[src/hdl/bcfg_pkg.sv]
// Constants shared by both ends of the boot and host command port.
// Assumes a single 250 MHz system clock on both ends.
package bcfg_pkg;
   localparam int CLK_MHZ = 250;
   localparam int LINK_KHZ = 400;
   localparam int LINK_GAP_CYC = (CLK_MHZ * 1000 + LINK_KHZ - 1) / LINK_KHZ;
   localparam logic [15:0] CMD_WORD_OFS = 16'h0040;
   localparam logic [15:0] POOL_OFS = 16'hFC00;
   localparam int DOORBELL_BIT = 15;
   localparam logic [15:0] CMD_SET_STATE = 16'h8100;
   localparam logic [15:0] CMD_GET_STATE = 16'h8101;
   localparam logic [15:0] CMD_OVL_FIRST = 16'h8200;
   localparam logic [15:0] CMD_OVL_LOAD_BUF = 16'h8206;
   localparam logic [15:0] CMD_OVL_LOAD_STAT = 16'h8207;
   localparam logic [15:0] CMD_OVL_LOAD_STR = 16'h820E;
   localparam logic [15:0] APPLY_CFG_STATE_CODE = 16'h2800;
   localparam logic [14:0] RES_OK = 15'h0000;
   localparam logic [14:0] RES_BUSY = 15'h0003;
   localparam logic [14:0] RES_BAD_PARAM = 15'h0006;
   localparam logic [14:0] RES_BAD_CMD = 15'h0009;
   localparam logic [1:0] JUMP_HOST = 2'h0;
   localparam logic [1:0] JUMP_AUTO = 2'h1;
   localparam logic [1:0] JUMP_APPLY = 2'h2;
   localparam logic [7:0] AXI_PARAM_OFS = 8'h00;
   localparam logic [7:0] AXI_CMD_OFS = 8'h04;
   localparam logic [7:0] AXI_STATUS_OFS = 8'h08;
   localparam logic [7:0] AXI_RESP_OFS = 8'h0C;
   localparam int AXI_SEND_PARAM_BIT = 16;
   typedef enum {BS_DETECT, BS_MEMCFG, BS_AUTOCFG, BS_HOSTCFG, BS_APPLY, BS_STREAM} bcfg_boot_type;
endpackage

[src/hdl/bcfg_if.sv]
// Register bus between the external host and the device's command port.
// One request is a single-cycle strobe; the device answers with ack.
`timescale 1ns/10ps
interface bcfg_if;
   logic req;
   logic we;
   logic [15:0] addr;
   logic [15:0] wdata;
   logic ack;
   logic [15:0] rdata;
   modport dev (input req, input we, input addr, input wdata, output ack, output rdata);
   modport host (output req, output we, output addr, output wdata, input ack, input rdata);
endinterface

[src/hdl/bcfg_device.sv]
// Device end: start-up configuration sequencer plus host command mailbox.
// Assumes memory probe signals come from logic on i_clk_sys; strap pins are asynchronous.
//
// Design decision made here: the word-level register bus port (bcfg_if).
`timescale 1ns/10ps
module bcfg_device
   import bcfg_pkg::*;
#(
   parameter int POOL_WORDS = 8,
   parameter int DETECT_CYCLES = 16,
   parameter int LOAD_CYCLES = 1024
)
(
   // Clock and reset.
   input wire logic i_clk_sys,
   input wire logic i_resetn,
   // Register bus from the host.
   bcfg_if.dev bus,
   // Memory probe and record processing status.
   input wire logic i_mem_present,
   input wire logic i_mem_has_records,
   input wire logic i_mem_rec_done,
   input wire logic [1:0] i_mem_rec_jump,
   // Strap pins sampled during boot.
   input wire logic i_memory_serial_in_strap,
   input wire logic i_frame_valid,
   input wire logic i_line_valid,
   input wire logic i_low_output_bit0_pin,
   input wire logic i_low_output_bit1_pin,
   // Boot and command status.
   output bcfg_pkg::bcfg_boot_type o_boot_state,
   output logic [3:0] o_auto_setting,
   output logic o_apply_strobe,
   output logic o_streaming,
   output logic o_doorbell_irq,
   output logic o_load_busy
);
   import bcfg_pkg::*;

   // The pool must not wrap past the top address, and detection must outlast the strap filter.
   if (POOL_WORDS < 1 || POOL_WORDS > 1023 || DETECT_CYCLES < 5 || DETECT_CYCLES > 65535
       || LOAD_CYCLES < 2 || LOAD_CYCLES > 65535)
   begin : g_bad_param
      $error("bcfg_device: unsupported parameter value");
   end

   localparam int PW = (POOL_WORDS > 1) ? $clog2(POOL_WORDS) : 1;

   bcfg_boot_type boot_reg;
   logic [4:0] pins;
   logic [15:0] det_cnt_reg;
   logic [15:0] cmd_reg;
   logic [15:0] pool_reg [POOL_WORDS];
   logic exec_reg;
   logic apply_req_reg;
   logic [15:0] load_cnt_reg;
   logic pool_hit;
   logic [PW-1:0] pool_idx;
   logic [14:0] result;
   logic start_load;
   logic pool_wr_ok;

   ////////////////////////////////////////////////////////////////////////////////
   // Strap pins pass the three-stage filter before the sequencer looks at them.
   bcfg_sync3 #(.W(5)) u_sync
   (
      .i_clk_sys(i_clk_sys),
      .i_resetn(i_resetn),
      .i_async({i_memory_serial_in_strap, i_frame_valid, i_line_valid,
                i_low_output_bit1_pin, i_low_output_bit0_pin}),
      .o_sync(pins)
   );

   ////////////////////////////////////////////////////////////////////////////////
   // Detection waits a fixed settling time so the filtered strap is valid when sampled.
   always_ff @(posedge i_clk_sys or negedge i_resetn)
   begin
      if (!i_resetn)
         det_cnt_reg <= '0;
      else if (boot_reg == BS_DETECT && det_cnt_reg != 16'(DETECT_CYCLES))
         det_cnt_reg <= det_cnt_reg + 16'h0001;
   end

   // Boot sequencer; reset always lands in detection.
   always_ff @(posedge i_clk_sys or negedge i_resetn)
   begin
      if (!i_resetn)
         boot_reg <= BS_DETECT;
      else
      begin
         case (boot_reg)
            BS_DETECT:
            begin
               if (det_cnt_reg == 16'(DETECT_CYCLES))
               begin
                  if (i_mem_present)
                     boot_reg <= BS_MEMCFG;
                  else if (pins[4])
                     boot_reg <= BS_AUTOCFG;
                  else
                     boot_reg <= BS_HOSTCFG;
               end
            end
            BS_MEMCFG:
            begin
               if (!i_mem_has_records)
                  boot_reg <= BS_AUTOCFG;
               else if (i_mem_rec_done)
               begin
                  case (i_mem_rec_jump)
                     JUMP_AUTO: boot_reg <= BS_AUTOCFG;
                     JUMP_APPLY: boot_reg <= BS_APPLY;
                     default: boot_reg <= BS_HOSTCFG;
                  endcase
               end
            end
            BS_AUTOCFG:
               boot_reg <= BS_APPLY;
            BS_HOSTCFG:
            begin
               if (apply_req_reg)
                  boot_reg <= BS_APPLY;
            end
            BS_APPLY:
               boot_reg <= BS_STREAM;
            BS_STREAM:
            begin
               if (apply_req_reg)
                  boot_reg <= BS_APPLY;
            end
            default:
               boot_reg <= BS_DETECT;
         endcase
      end
   end

   // Auto setup latches format and pedestal choices from the pins.
   always_ff @(posedge i_clk_sys or negedge i_resetn)
   begin
      if (!i_resetn)
         o_auto_setting <= '0;
      else if (boot_reg == BS_AUTOCFG)
         o_auto_setting <= pins[3:0];
   end

   // Apply commits for one cycle; streaming then holds until reset.
   always_ff @(posedge i_clk_sys or negedge i_resetn)
   begin
      if (!i_resetn)
      begin
         o_apply_strobe <= 1'b0;
         o_streaming <= 1'b0;
      end
      else
      begin
         o_apply_strobe <= (boot_reg == BS_APPLY);
         if (boot_reg == BS_APPLY)
            o_streaming <= 1'b1;
      end
   end

   assign o_boot_state = boot_reg;

   ////////////////////////////////////////////////////////////////////////////////
   // Bus decode; pool writes from the host are refused while a command is pending.
   assign pool_hit = bus.addr >= POOL_OFS && bus.addr < POOL_OFS + 16'(POOL_WORDS);
   assign pool_idx = PW'(bus.addr - POOL_OFS);
   assign pool_wr_ok = bus.req && bus.we && pool_hit && !cmd_reg[DOORBELL_BIT];

   // Every request is answered one cycle later, so the host never stalls on this end.
   always_ff @(posedge i_clk_sys or negedge i_resetn)
   begin
      if (!i_resetn)
      begin
         bus.ack <= 1'b0;
         bus.rdata <= '0;
      end
      else
      begin
         bus.ack <= bus.req;
         if (bus.req && !bus.we)
         begin
            if (bus.addr == CMD_WORD_OFS)
               bus.rdata <= cmd_reg;
            else if (pool_hit)
               bus.rdata <= pool_reg[pool_idx];
            else
               bus.rdata <= '0;
         end
      end
   end

   ////////////////////////////////////////////////////////////////////////////////
   // Result of the pending command, decided in its execution cycle.
   always_comb
   begin
      result = RES_OK;
      start_load = 1'b0;
      case (cmd_reg)
         CMD_SET_STATE:
            result = (pool_reg[0] == APPLY_CFG_STATE_CODE) ? RES_OK : RES_BAD_PARAM;
         CMD_GET_STATE:
            result = RES_OK;
         CMD_OVL_LOAD_BUF, CMD_OVL_LOAD_STR:
         begin
            result = o_load_busy ? RES_BUSY : RES_OK;
            start_load = !o_load_busy;
         end
         default:
         begin
            if (cmd_reg < CMD_OVL_FIRST || cmd_reg > CMD_OVL_LOAD_STR)
               result = RES_BAD_CMD;
         end
      endcase
   end

   // Doorbell: a bit-15 write latches the code; execution clears the flag next cycle.
   always_ff @(posedge i_clk_sys or negedge i_resetn)
   begin
      if (!i_resetn)
      begin
         cmd_reg <= '0;
         exec_reg <= 1'b0;
         o_doorbell_irq <= 1'b0;
         apply_req_reg <= 1'b0;
      end
      else
      begin
         o_doorbell_irq <= 1'b0;
         apply_req_reg <= 1'b0;
         exec_reg <= 1'b0;
         if (exec_reg)
         begin
            cmd_reg <= {1'b0, result};
            apply_req_reg <= cmd_reg == CMD_SET_STATE && result == RES_OK;
         end
         else if (bus.req && bus.we && bus.addr == CMD_WORD_OFS && !cmd_reg[DOORBELL_BIT]
                  && bus.wdata[DOORBELL_BIT])
         begin
            cmd_reg <= bus.wdata;
            exec_reg <= 1'b1;
            o_doorbell_irq <= 1'b1;
         end
      end
   end

   // Asynchronous overlay load keeps running after its doorbell has cleared.
   always_ff @(posedge i_clk_sys or negedge i_resetn)
   begin
      if (!i_resetn)
         load_cnt_reg <= '0;
      else if (exec_reg && start_load)
         load_cnt_reg <= 16'(LOAD_CYCLES);
      else if (load_cnt_reg != 16'h0000)
         load_cnt_reg <= load_cnt_reg - 16'h0001;
   end

   assign o_load_busy = load_cnt_reg != 16'h0000;

   // Pool: host writes when idle, response words written in the execution cycle.
   always_ff @(posedge i_clk_sys or negedge i_resetn)
   begin
      if (!i_resetn)
      begin
         for (int i = 0; i < POOL_WORDS; i++)
            pool_reg[i] <= '0;
      end
      else if (exec_reg && cmd_reg == CMD_GET_STATE)
         pool_reg[0] <= 16'(boot_reg);
      else if (exec_reg && cmd_reg == CMD_OVL_LOAD_STAT)
         pool_reg[0] <= load_cnt_reg;
      else if (pool_wr_ok)
         pool_reg[pool_idx] <= bus.wdata;
   end
endmodule // bcfg_device

[src/hdl/bcfg_sync3.sv]
// Three-stage pin synchroniser; an output bit follows once stages two and three agree.
// Assumes inputs are asynchronous to i_clk_sys.
`timescale 1ns/10ps
module bcfg_sync3 #(parameter int W = 1)
(
   // Clock and reset.
   input wire logic i_clk_sys,
   input wire logic i_resetn,
   // Pins in, filtered levels out.
   input wire logic [W-1:0] i_async,
   output logic [W-1:0] o_sync
);
   logic [W-1:0] s1_reg;
   logic [W-1:0] s2_reg;
   logic [W-1:0] s3_reg;

   // A zero-width filter has nothing to carry.
   if (W < 1)
   begin : g_bad_width
      $error("bcfg_sync3: W must be at least 1");
   end

   // The first stage feeds only the second, so metastability never reaches logic.
   always_ff @(posedge i_clk_sys or negedge i_resetn)
   begin
      if (!i_resetn)
      begin
         s1_reg <= '0;
         s2_reg <= '0;
         s3_reg <= '0;
      end
      else
      begin
         s1_reg <= i_async;
         s2_reg <= s1_reg;
         s3_reg <= s2_reg;
      end
   end

   // Each bit changes only when two settled stages agree.
   for (genvar b = 0; b < W; b++)
   begin : g_bit
      always_ff @(posedge i_clk_sys or negedge i_resetn)
      begin
         if (!i_resetn)
            o_sync[b] <= 1'b0;
         else if (s2_reg[b] == s3_reg[b])
            o_sync[b] <= s3_reg[b];
      end
   end
endmodule // bcfg_sync3

[src/flat_wrapper.sv]
// flat-port wrapper written by rule: the top's interface ports become plain ports
module bcfg_device_flat import bcfg_pkg::*;
#(
   parameter int POOL_WORDS = 8,
   parameter int DETECT_CYCLES = 16,
   parameter int LOAD_CYCLES = 1024
)
  (i_clk_sys, i_resetn, i_mem_present, i_mem_has_records, i_mem_rec_done, i_mem_rec_jump, i_memory_serial_in_strap, i_frame_valid, i_line_valid, i_low_output_bit0_pin, i_low_output_bit1_pin, o_boot_state, o_auto_setting, o_apply_strobe, o_streaming, o_doorbell_irq, o_load_busy, bus_req, bus_we, bus_addr, bus_wdata, bus_ack, bus_rdata);
  bcfg_if bus_i ();
  input wire logic i_clk_sys;
  input wire logic i_resetn;
  input wire logic i_mem_present;
  input wire logic i_mem_has_records;
  input wire logic i_mem_rec_done;
  input wire logic [1:0] i_mem_rec_jump;
  input wire logic i_memory_serial_in_strap;
  input wire logic i_frame_valid;
  input wire logic i_line_valid;
  input wire logic i_low_output_bit0_pin;
  input wire logic i_low_output_bit1_pin;
  output bcfg_pkg::bcfg_boot_type o_boot_state;
  output logic [3:0] o_auto_setting;
  output logic o_apply_strobe;
  output logic o_streaming;
  output logic o_doorbell_irq;
  output logic o_load_busy;
  input wire logic [$bits(bus_i.req)-1:0] bus_req;
  input wire logic [$bits(bus_i.we)-1:0] bus_we;
  input wire logic [$bits(bus_i.addr)-1:0] bus_addr;
  input wire logic [$bits(bus_i.wdata)-1:0] bus_wdata;
  output wire logic [$bits(bus_i.ack)-1:0] bus_ack;
  output wire logic [$bits(bus_i.rdata)-1:0] bus_rdata;
  assign bus_i.req = bus_req;
  assign bus_i.we = bus_we;
  assign bus_i.addr = bus_addr;
  assign bus_i.wdata = bus_wdata;
  assign bus_ack = bus_i.ack;
  assign bus_rdata = bus_i.rdata;
  bcfg_device #(.POOL_WORDS(POOL_WORDS), .DETECT_CYCLES(DETECT_CYCLES), .LOAD_CYCLES(LOAD_CYCLES)) u_core (.i_clk_sys(i_clk_sys), .i_resetn(i_resetn), .bus(bus_i), .i_mem_present(i_mem_present), .i_mem_has_records(i_mem_has_records), .i_mem_rec_done(i_mem_rec_done), .i_mem_rec_jump(i_mem_rec_jump), .i_memory_serial_in_strap(i_memory_serial_in_strap), .i_frame_valid(i_frame_valid), .i_line_valid(i_line_valid), .i_low_output_bit0_pin(i_low_output_bit0_pin), .i_low_output_bit1_pin(i_low_output_bit1_pin), .o_boot_state(o_boot_state), .o_auto_setting(o_auto_setting), .o_apply_strobe(o_apply_strobe), .o_streaming(o_streaming), .o_doorbell_irq(o_doorbell_irq), .o_load_busy(o_load_busy));
endmodule
[config.mk]
export PLATFORM = sky130hd
export DESIGN_NAME = bcfg_device_flat
export DESIGN_NICKNAME = d
export VERILOG_FILES = /design/src/hdl/bcfg_pkg.sv /design/src/hdl/bcfg_if.sv /design/src/hdl/bcfg_device.sv /design/src/hdl/bcfg_sync3.sv /design/src/flat_wrapper.sv
export SDC_FILE = /design/constraint.sdc
export NUM_CORES = 1
export LEC_CHECK = 0
export CORE_MARGIN = 5
export CORE_UTILIZATION = 55
export DETAILED_ROUTE_END_ITERATION = 10
export DONT_BUFFER_PORTS = 1
export GPL_TIMING_DRIVEN = 0
export PLACE_DENSITY = 0.8
export RECOVER_POWER = 25
export SLEW_MARGIN = 10
export SYNTH_ARGS = -nofsm -noshare
export SYNTH_HDL_FRONTEND = slang
export SYNTH_HIERARCHICAL = 1
export SYNTH_SLANG_ARGS = --single-unit
export TNS_END_PERCENT = 30
[constraint.sdc]
create_clock -name i_clk_sys -period 6.7 [get_ports i_clk_sys]
set_input_delay 0.67 -clock i_clk_sys [delete_from_list [all_inputs] [get_ports i_clk_sys]]
set_output_delay 0.67 -clock i_clk_sys [all_outputs]
set_load 0.02 [all_outputs]
==> reports/summary.txt, run 1 <==
RePlAce Congestion: 0.9564
required time of the critical path: 6.03 ns
die width: 148.3 um
CTS sink count: 224
R2R Setup Slk: 3.95 ns
largest net degree at the start of global routing: 225
CTS tree: yes
die area: 0.02198 mm2
critical path class: reg2out
max-slew violations: 0
WL per Instance: 22.83 um
asr flop ratio synth: 1.000
Post-DRT Antenna Nets: 0
max FFs per register: 128
crit-path max cell delay: 0.58 ns
Crit-path slowest cell: or4_4
Worst-path clk slew: 0.06 ns
Switching Share: 0.2597
later-pin clock latency in the skew report: 0.53 ns
CP Capture Type: output pin
first-pass GRT wire length: 43810 um
Synth Register Bits: 224
syn avg cell area: 11.46 um2
initial antenna violation count: 0
Synth cell types: 64
CTS H-Tree Depth: 1
Worst-Margin Slew: 1.152 ns
I/O pins: 103
Final setup viols: 0
final WL: 27870 um
power per cell area: 263.4 mW/mm2
Starting DRT DRC Count: 805
most frequent cells after synthesis: dfrtp_1 (224), mux2_2 (143), nor2_1 (61)
DRC: 0
clock buffer depth: 3
Critical Path Source Type: flop
Crit Path Max Fanout: 8
EDFF count, synth: 0
crit path cell chain: or4_4 -> or4_4 -> buf_6 -> nor2_8 -> inv_4
f_max: 325.4 MHz
row count: 50
filler instances: 1389
Synth Cell Area: 0.01051 mm2
fin crit share: 0.4586
Cells after Synth: 917
Sw Pwr: 802.4 uW
Hold Violations, Final: 0
critical path's top delay family: simple AND/OR/NAND/NOR gates
Core ar.: 0.01877 mm2
total CTS buffers: 23
share of layout cells above drive strength 1: 0.2391
main area contributors after synthesis: dfrtp_1 (53%), mux2_2 (15%), nor2_1 (2.2%)
Slew HR: 0.2320
ANT cells: 0
CP Buf/Inv Count: 2
area delta synth->final: 11.56%
# Max-Cap Violations: 0
1st-pass router iterations: 5
area leader, netlist: dfrtp_1
IO Port Bufs: 0
status: completed
Max rail drop VDD: 0.0001501 V
total internal power: 2.287 mW
post-layout min period: 3.073 ns
Critical Path AT: 2.40 ns
Synth top area share: 0.5332
via count: 7610
Worst Hold Class: in2reg
GRT Util Overall: 0.2528
post-route design area: 0.01173 mm2
Nets: 1023
Root Buffer Master: clkbuf_16
Starting Density: 0.5601
register area share after synthesis: 0.5332
dominant synthesized flop cell: dfrtp_1
GRT overflow: 0
Final Skew: 0.01622 ns
Clock power frac: 0.436
Comb power frac: 0.088
post_cts resized: 0
vias in the first global route: 7770
Reg power frac: 0.477
Placement Cell Area: 0.01091 mm2
final setup TNS: 0 ns
die height: 148.3 um
Lkg Pwr: 5.715 nW
HPWL after detailed placement: 18800 um
YS warnings: 6
Crit path top cell by count: or4_4
top-count cell post-synth: dfrtp_1
RSZ-0062 raised after global routing: no
Via-to-Cell Ratio: 6.233
## path summary, 6_finish.rpt
path | from | to | cells past startpoint
max | u_core/load_cnt_reg[4] | o_load_busy | 5
min reg2reg | u_core/u_sync/s1_reg[0] | u_core/u_sync/s2_reg[0] | 0
max reg2reg | u_core/cmd_reg[15] | u_core/pool_reg[58] | 6
min in group asynchronous | i_resetn | u_core/o_streaming | 1
max in group asynchronous | i_resetn | u_core/o_apply_strobe | 1
min | bus_req | u_core/bus.ack | 0
## metrics by stage
stage / hold slack [ns] / power [mW] / util / worst slack (ns) / instances
6_report: 0.1678 / 3.089 / 0.6249 / 3.627 / 1221
5_1_grt: 0.1504 / 3.196 / 0.6249 / 3.533 / 1221
4_1_cts: 0.1578 / 3.096 / 0.6252 / 3.603 / 1221
3_5_place_dp: 0.3365 / 1.732 / 0.5813 / 3.317 / 1179
3_3_place_gp: 0.3327 / 1.721 / 0.5813 / 3.344 / 1179
2_1_floorplan: 0.3312 / 1.666 / - / 4.162 / 945
## cell type report
type                       count  area (um2)  share of cell area
clock inverter                11       153.9             0.01312
inverter                      19       73.82            0.006295
sequential                   224        5605              0.4780
buffer                        94       481.7             0.04108
multi-input combinational    608        4451              0.3795
clock buffer                  30       641.9             0.05473
tap                          234       292.8             0.02497
timing repair buffer           1       27.53            0.002347
## what timing repair did
action                                 in CTS  in global routing
setup buffers                               0                  0
endpoints found under the hold margin     224                  0
hold buffers                                1                  0
## cell usage in the layout, fill, tap and decap left out, types with 14 or more instances in the layout
master,instances
buf_4,30
o22ai_1,21
clkbuf_1,39
nand3_1,15
nor3_1,20
a21oi_1,40
buf_1,20
a31oi_1,14
o21ai_0,15
inv_1,17
nor2_1,61
mux2_2,143
nor4_1,14
xor2_1,17
nand2_1,59
nand2b_1,15
conb_1,29
clkbuf_16,23
dfrtp_1,224
a22o_1,14
## layer usage
metal  vias up  track usage  wire, um
met2       421       0.3848     12720
met4         0      0.08129       780
met5         -            0         0
met1      3787       0.3437     11300
met3        61      0.08653      3077
li1       3341            -         -
## power by group through the flow
stage	Combinational (mW)	Sequential (mW)	Clock, mW
detailed placement	0.233	1.50	0
global route	0.294	1.48	1.42
CTS	0.264	1.47	1.36
global placement	0.223	1.50	0
floorplan	0.179	1.49	0
finish	0.271	1.47	1.35
## cell families (layout without fill, tap and decap cells)
family,count (synthesis),after routing,share of synthesized area
AO/OA/AOI/OAI,143,143,0.09069
XOR/XNOR,26,26,0.02166
adder cells (fa/ha/maj),11,11,0.01250
buffers and inverters,113,155,0.05284
flip-flops,224,224,0.5332
multiplexers,156,156,0.1679
other,1,29,0.0003567
AND/OR/NAND/NOR,243,243,0.1208
Power figures use the tool's default switching activity.
==> run 2: changes to the inputs <==
--- a/config.mk
+++ b/config.mk
@@ -5,6 +5,7 @@
 export SDC_FILE = /design/constraint.sdc
 export NUM_CORES = 1
 export LEC_CHECK = 0
+export ABC_AREA = 1
 export CORE_MARGIN = 5
 export CORE_UTILIZATION = 55
 export DETAILED_ROUTE_END_ITERATION = 10
==> constraint.sdc (replaced) <==
create_clock -name i_clk_sys -period 3.1 [get_ports i_clk_sys]
set_input_delay 0.31 -clock i_clk_sys [delete_from_list [all_inputs] [get_ports i_clk_sys]]
set_output_delay 0.31 -clock i_clk_sys [all_outputs]
set_load 0.02 [all_outputs]
==> reports/summary.txt, run 2 <==
cts hold-fix bufs: 7
Setup WS pre-CTS: 1.094 ns
status: finished, violations left
f_max: 442.4 MHz
Lkg Pwr: 6.361 nW
crit path cell chain: inv_1 -> ha_1 -> nand3_1 -> nor2_1 -> nand2_1
Setup WS post-layout: 0.8395 ns
Final Skew: 0.01343 ns
HPWL after detailed placement: 23050 um
post-CTS setup buffers: 0
YS warnings: 6
Critical Path AT: 1.95 ns
required time of the critical path: 2.79 ns
EDFF count, synth: 0
CTS H-Tree Depth: 1
fin crit share: 0.7292
WL per Instance: 18.49 um
end point of the critical path: o_load_busy
post-layout min period: 2.261 ns
Root Buffer Master: clkbuf_16
Starting DRT DRC Count: 1178
asr flop ratio synth: 1.000
RSZ-0062 raised after global routing: no
power per cell area: 551.5 mW/mm2
dominant synthesized flop cell: dfrtp_1
via count: 10409
Worst-path clk slew: 0.06 ns
top-count cell post-synth: nand2_1
Critical Path Start: u_core/load_cnt_reg[0]
worst hold margin: -0.5147 ns
register area share after synthesis: 0.4919
CP Capture Type: output pin
Worst-Margin Slew: 0.6413 ns
total CTS buffers: 24
Post-DRT Antenna Nets: 0
syn avg cell area: 7.831 um2
first-pass GRT wire length: 52900 um
area delta synth->final: 11.64%
CTS sink count: 224
ANT cells: 0
Starting Density: 0.5613
Nets: 1568
share of layout cells above drive strength 1: 0.08693
most common cell after layout, fill and taps aside: nand2_1
Synth cell types: 39
filler instances: 1777
I/O pins: 103
IO Port Bufs: 0
RePlAce Congestion: 0.9532
Synth top area share: 0.4919
Crit-path slowest cell: dfrtp_1
critical path class: reg2out
die height: 153.9 um
DRC: 0
CTS tree: yes
Crit Reg-Reg Startpoint: u_core/cmd_reg[3]
GRT overflow: 0
later-pin clock latency in the skew report: 0.52 ns
failing checks: hold timing
Slew HR: 0.5724
vias in the first global route: 9906
row count: 52
most frequent cells in the layout: nand2_1 (364), dfrtp_1 (224), nor2_1 (217), o21ai_0 (114), inv_1 (107)
die width: 153.9 um
Via-to-Cell Ratio: 5.783
crit-path max cell delay: 0.41 ns
Critical Path Source Type: flop
Final setup viols: 0
most frequent cells after synthesis: nand2_1 (364), dfrtp_1 (224), nor2_1 (217)
main area contributors after synthesis: dfrtp_1 (49%), nand2_1 (12%), nor2_1 (7.1%)
die area: 0.02370 mm2
Final Util: 0.6267
final WL: 33280 um
Crit Path Max Fanout: 9
Hold Violations, Final: 224
Worst Hold Class: in2async
Synth Register Bits: 224
Core ar.: 0.02030 mm2
Reg2Reg Depth: 7
largest net degree at the start of global routing: 225
final setup TNS: 0 ns
R2R Setup Slk: 0.94 ns
1st-pass router iterations: 8
Synth Cell Area: 0.01139 mm2
Cells after Synth: 1455
max FFs per register: 128
GRT Util Overall: 0.2757
post_cts resized: 0
initial antenna violation count: 0
clock buffer depth: 3
area leader, netlist: dfrtp_1
# Max-Cap Violations: 0
Max rail drop VDD: 0.0005772 V
R2R Path End: u_core/pool_reg[125]
max-slew violations: 0
-- run 2: how the worst min path moves through the flow --
stage | start | end | slack, ns | depth (start not counted)
after detailed placement | i_resetn | u_core/pool_reg[7] | 0.02 | 0
after floorplan | i_resetn | u_core/apply_req_reg | 0.01 | 0
after global placement | i_resetn | u_core/pool_reg[23] | 0.03 | 0
final | i_resetn | u_core/pool_reg[23] | -0.51 | 0
after CTS | i_resetn | u_core/pool_reg[8] | -0.52 | 0
after global routing | i_resetn | u_core/pool_reg[23] | -0.53 | 0
-- run 2: logic make-up (layout without fill, tap and decap cells) --
| group | after synthesis | after routing | share of synthesized area |
|---|---|---|---|
| xor gates and xnor gates | 24 | 24 | 0.01845 |
| adders and majority gates | 6 | 6 | 0.006588 |
| muxes | 4 | 4 | 0.003953 |
| AOI/OAI and AO/OA | 251 | 251 | 0.1129 |
| and+or+nand+nor | 739 | 739 | 0.2820 |
| DFF | 224 | 224 | 0.4919 |
| other | 1 | 29 | 0.0003291 |
| buffers and inverters | 206 | 253 | 0.08389 |
-- run 2: report_power, final --
part | internal, mW | total (mW) | switching (mW)
Combinational | 0.242 | 0.786 | 0.544
Clock | 1.82 | 2.98 | 1.16
Sequential | 3.05 | 3.25 | 0.201
-- run 2: cell type report --
class                           instances  area [um2]  share of cell area
Timing Repair Buffer                    7       70.07            0.005508
Sequential cell                       224        5605              0.4406
Buffer                                 94       535.5             0.04210
Tap cell                              270       337.8             0.02656
Clock inverter                         11       162.7             0.01279
Multi-Input combinational cell       1053        4938              0.3882
Inverter                              112       420.4             0.03305
Clock buffer                           29       650.6             0.05115
-- run 2: routing by layer --
layer	up-vias	wire length (um)	global-route usage
met5	-	0	0
met4	0	1266	0.09588
met3	95	3351	0.06155
met2	586	15510	0.4427
met1	4933	13160	0.3720
li1	4795	-	-
-- run 2: metrics by stage --
step	power, mW	instances	cell area (um2)	hold slack (ns)
final	7.015	1800	12720	-0.5147
after global routing	7.284	1800	12720	-0.5264
after CTS	7.040	1800	12720	-0.5187
after detailed placement	4.056	1753	11840	0.02378
after global placement	4.028	1753	11840	0.02586
after floorplan	3.820	1483	11500	0.01441
-- run 2: critical path, delay by kind of cell (launching register included) --
kind          cells  cell delay, ns
buf+inv           1            0.15
simple gates      3            0.62
fa+ha+maj         1            0.25
flops             1            0.41
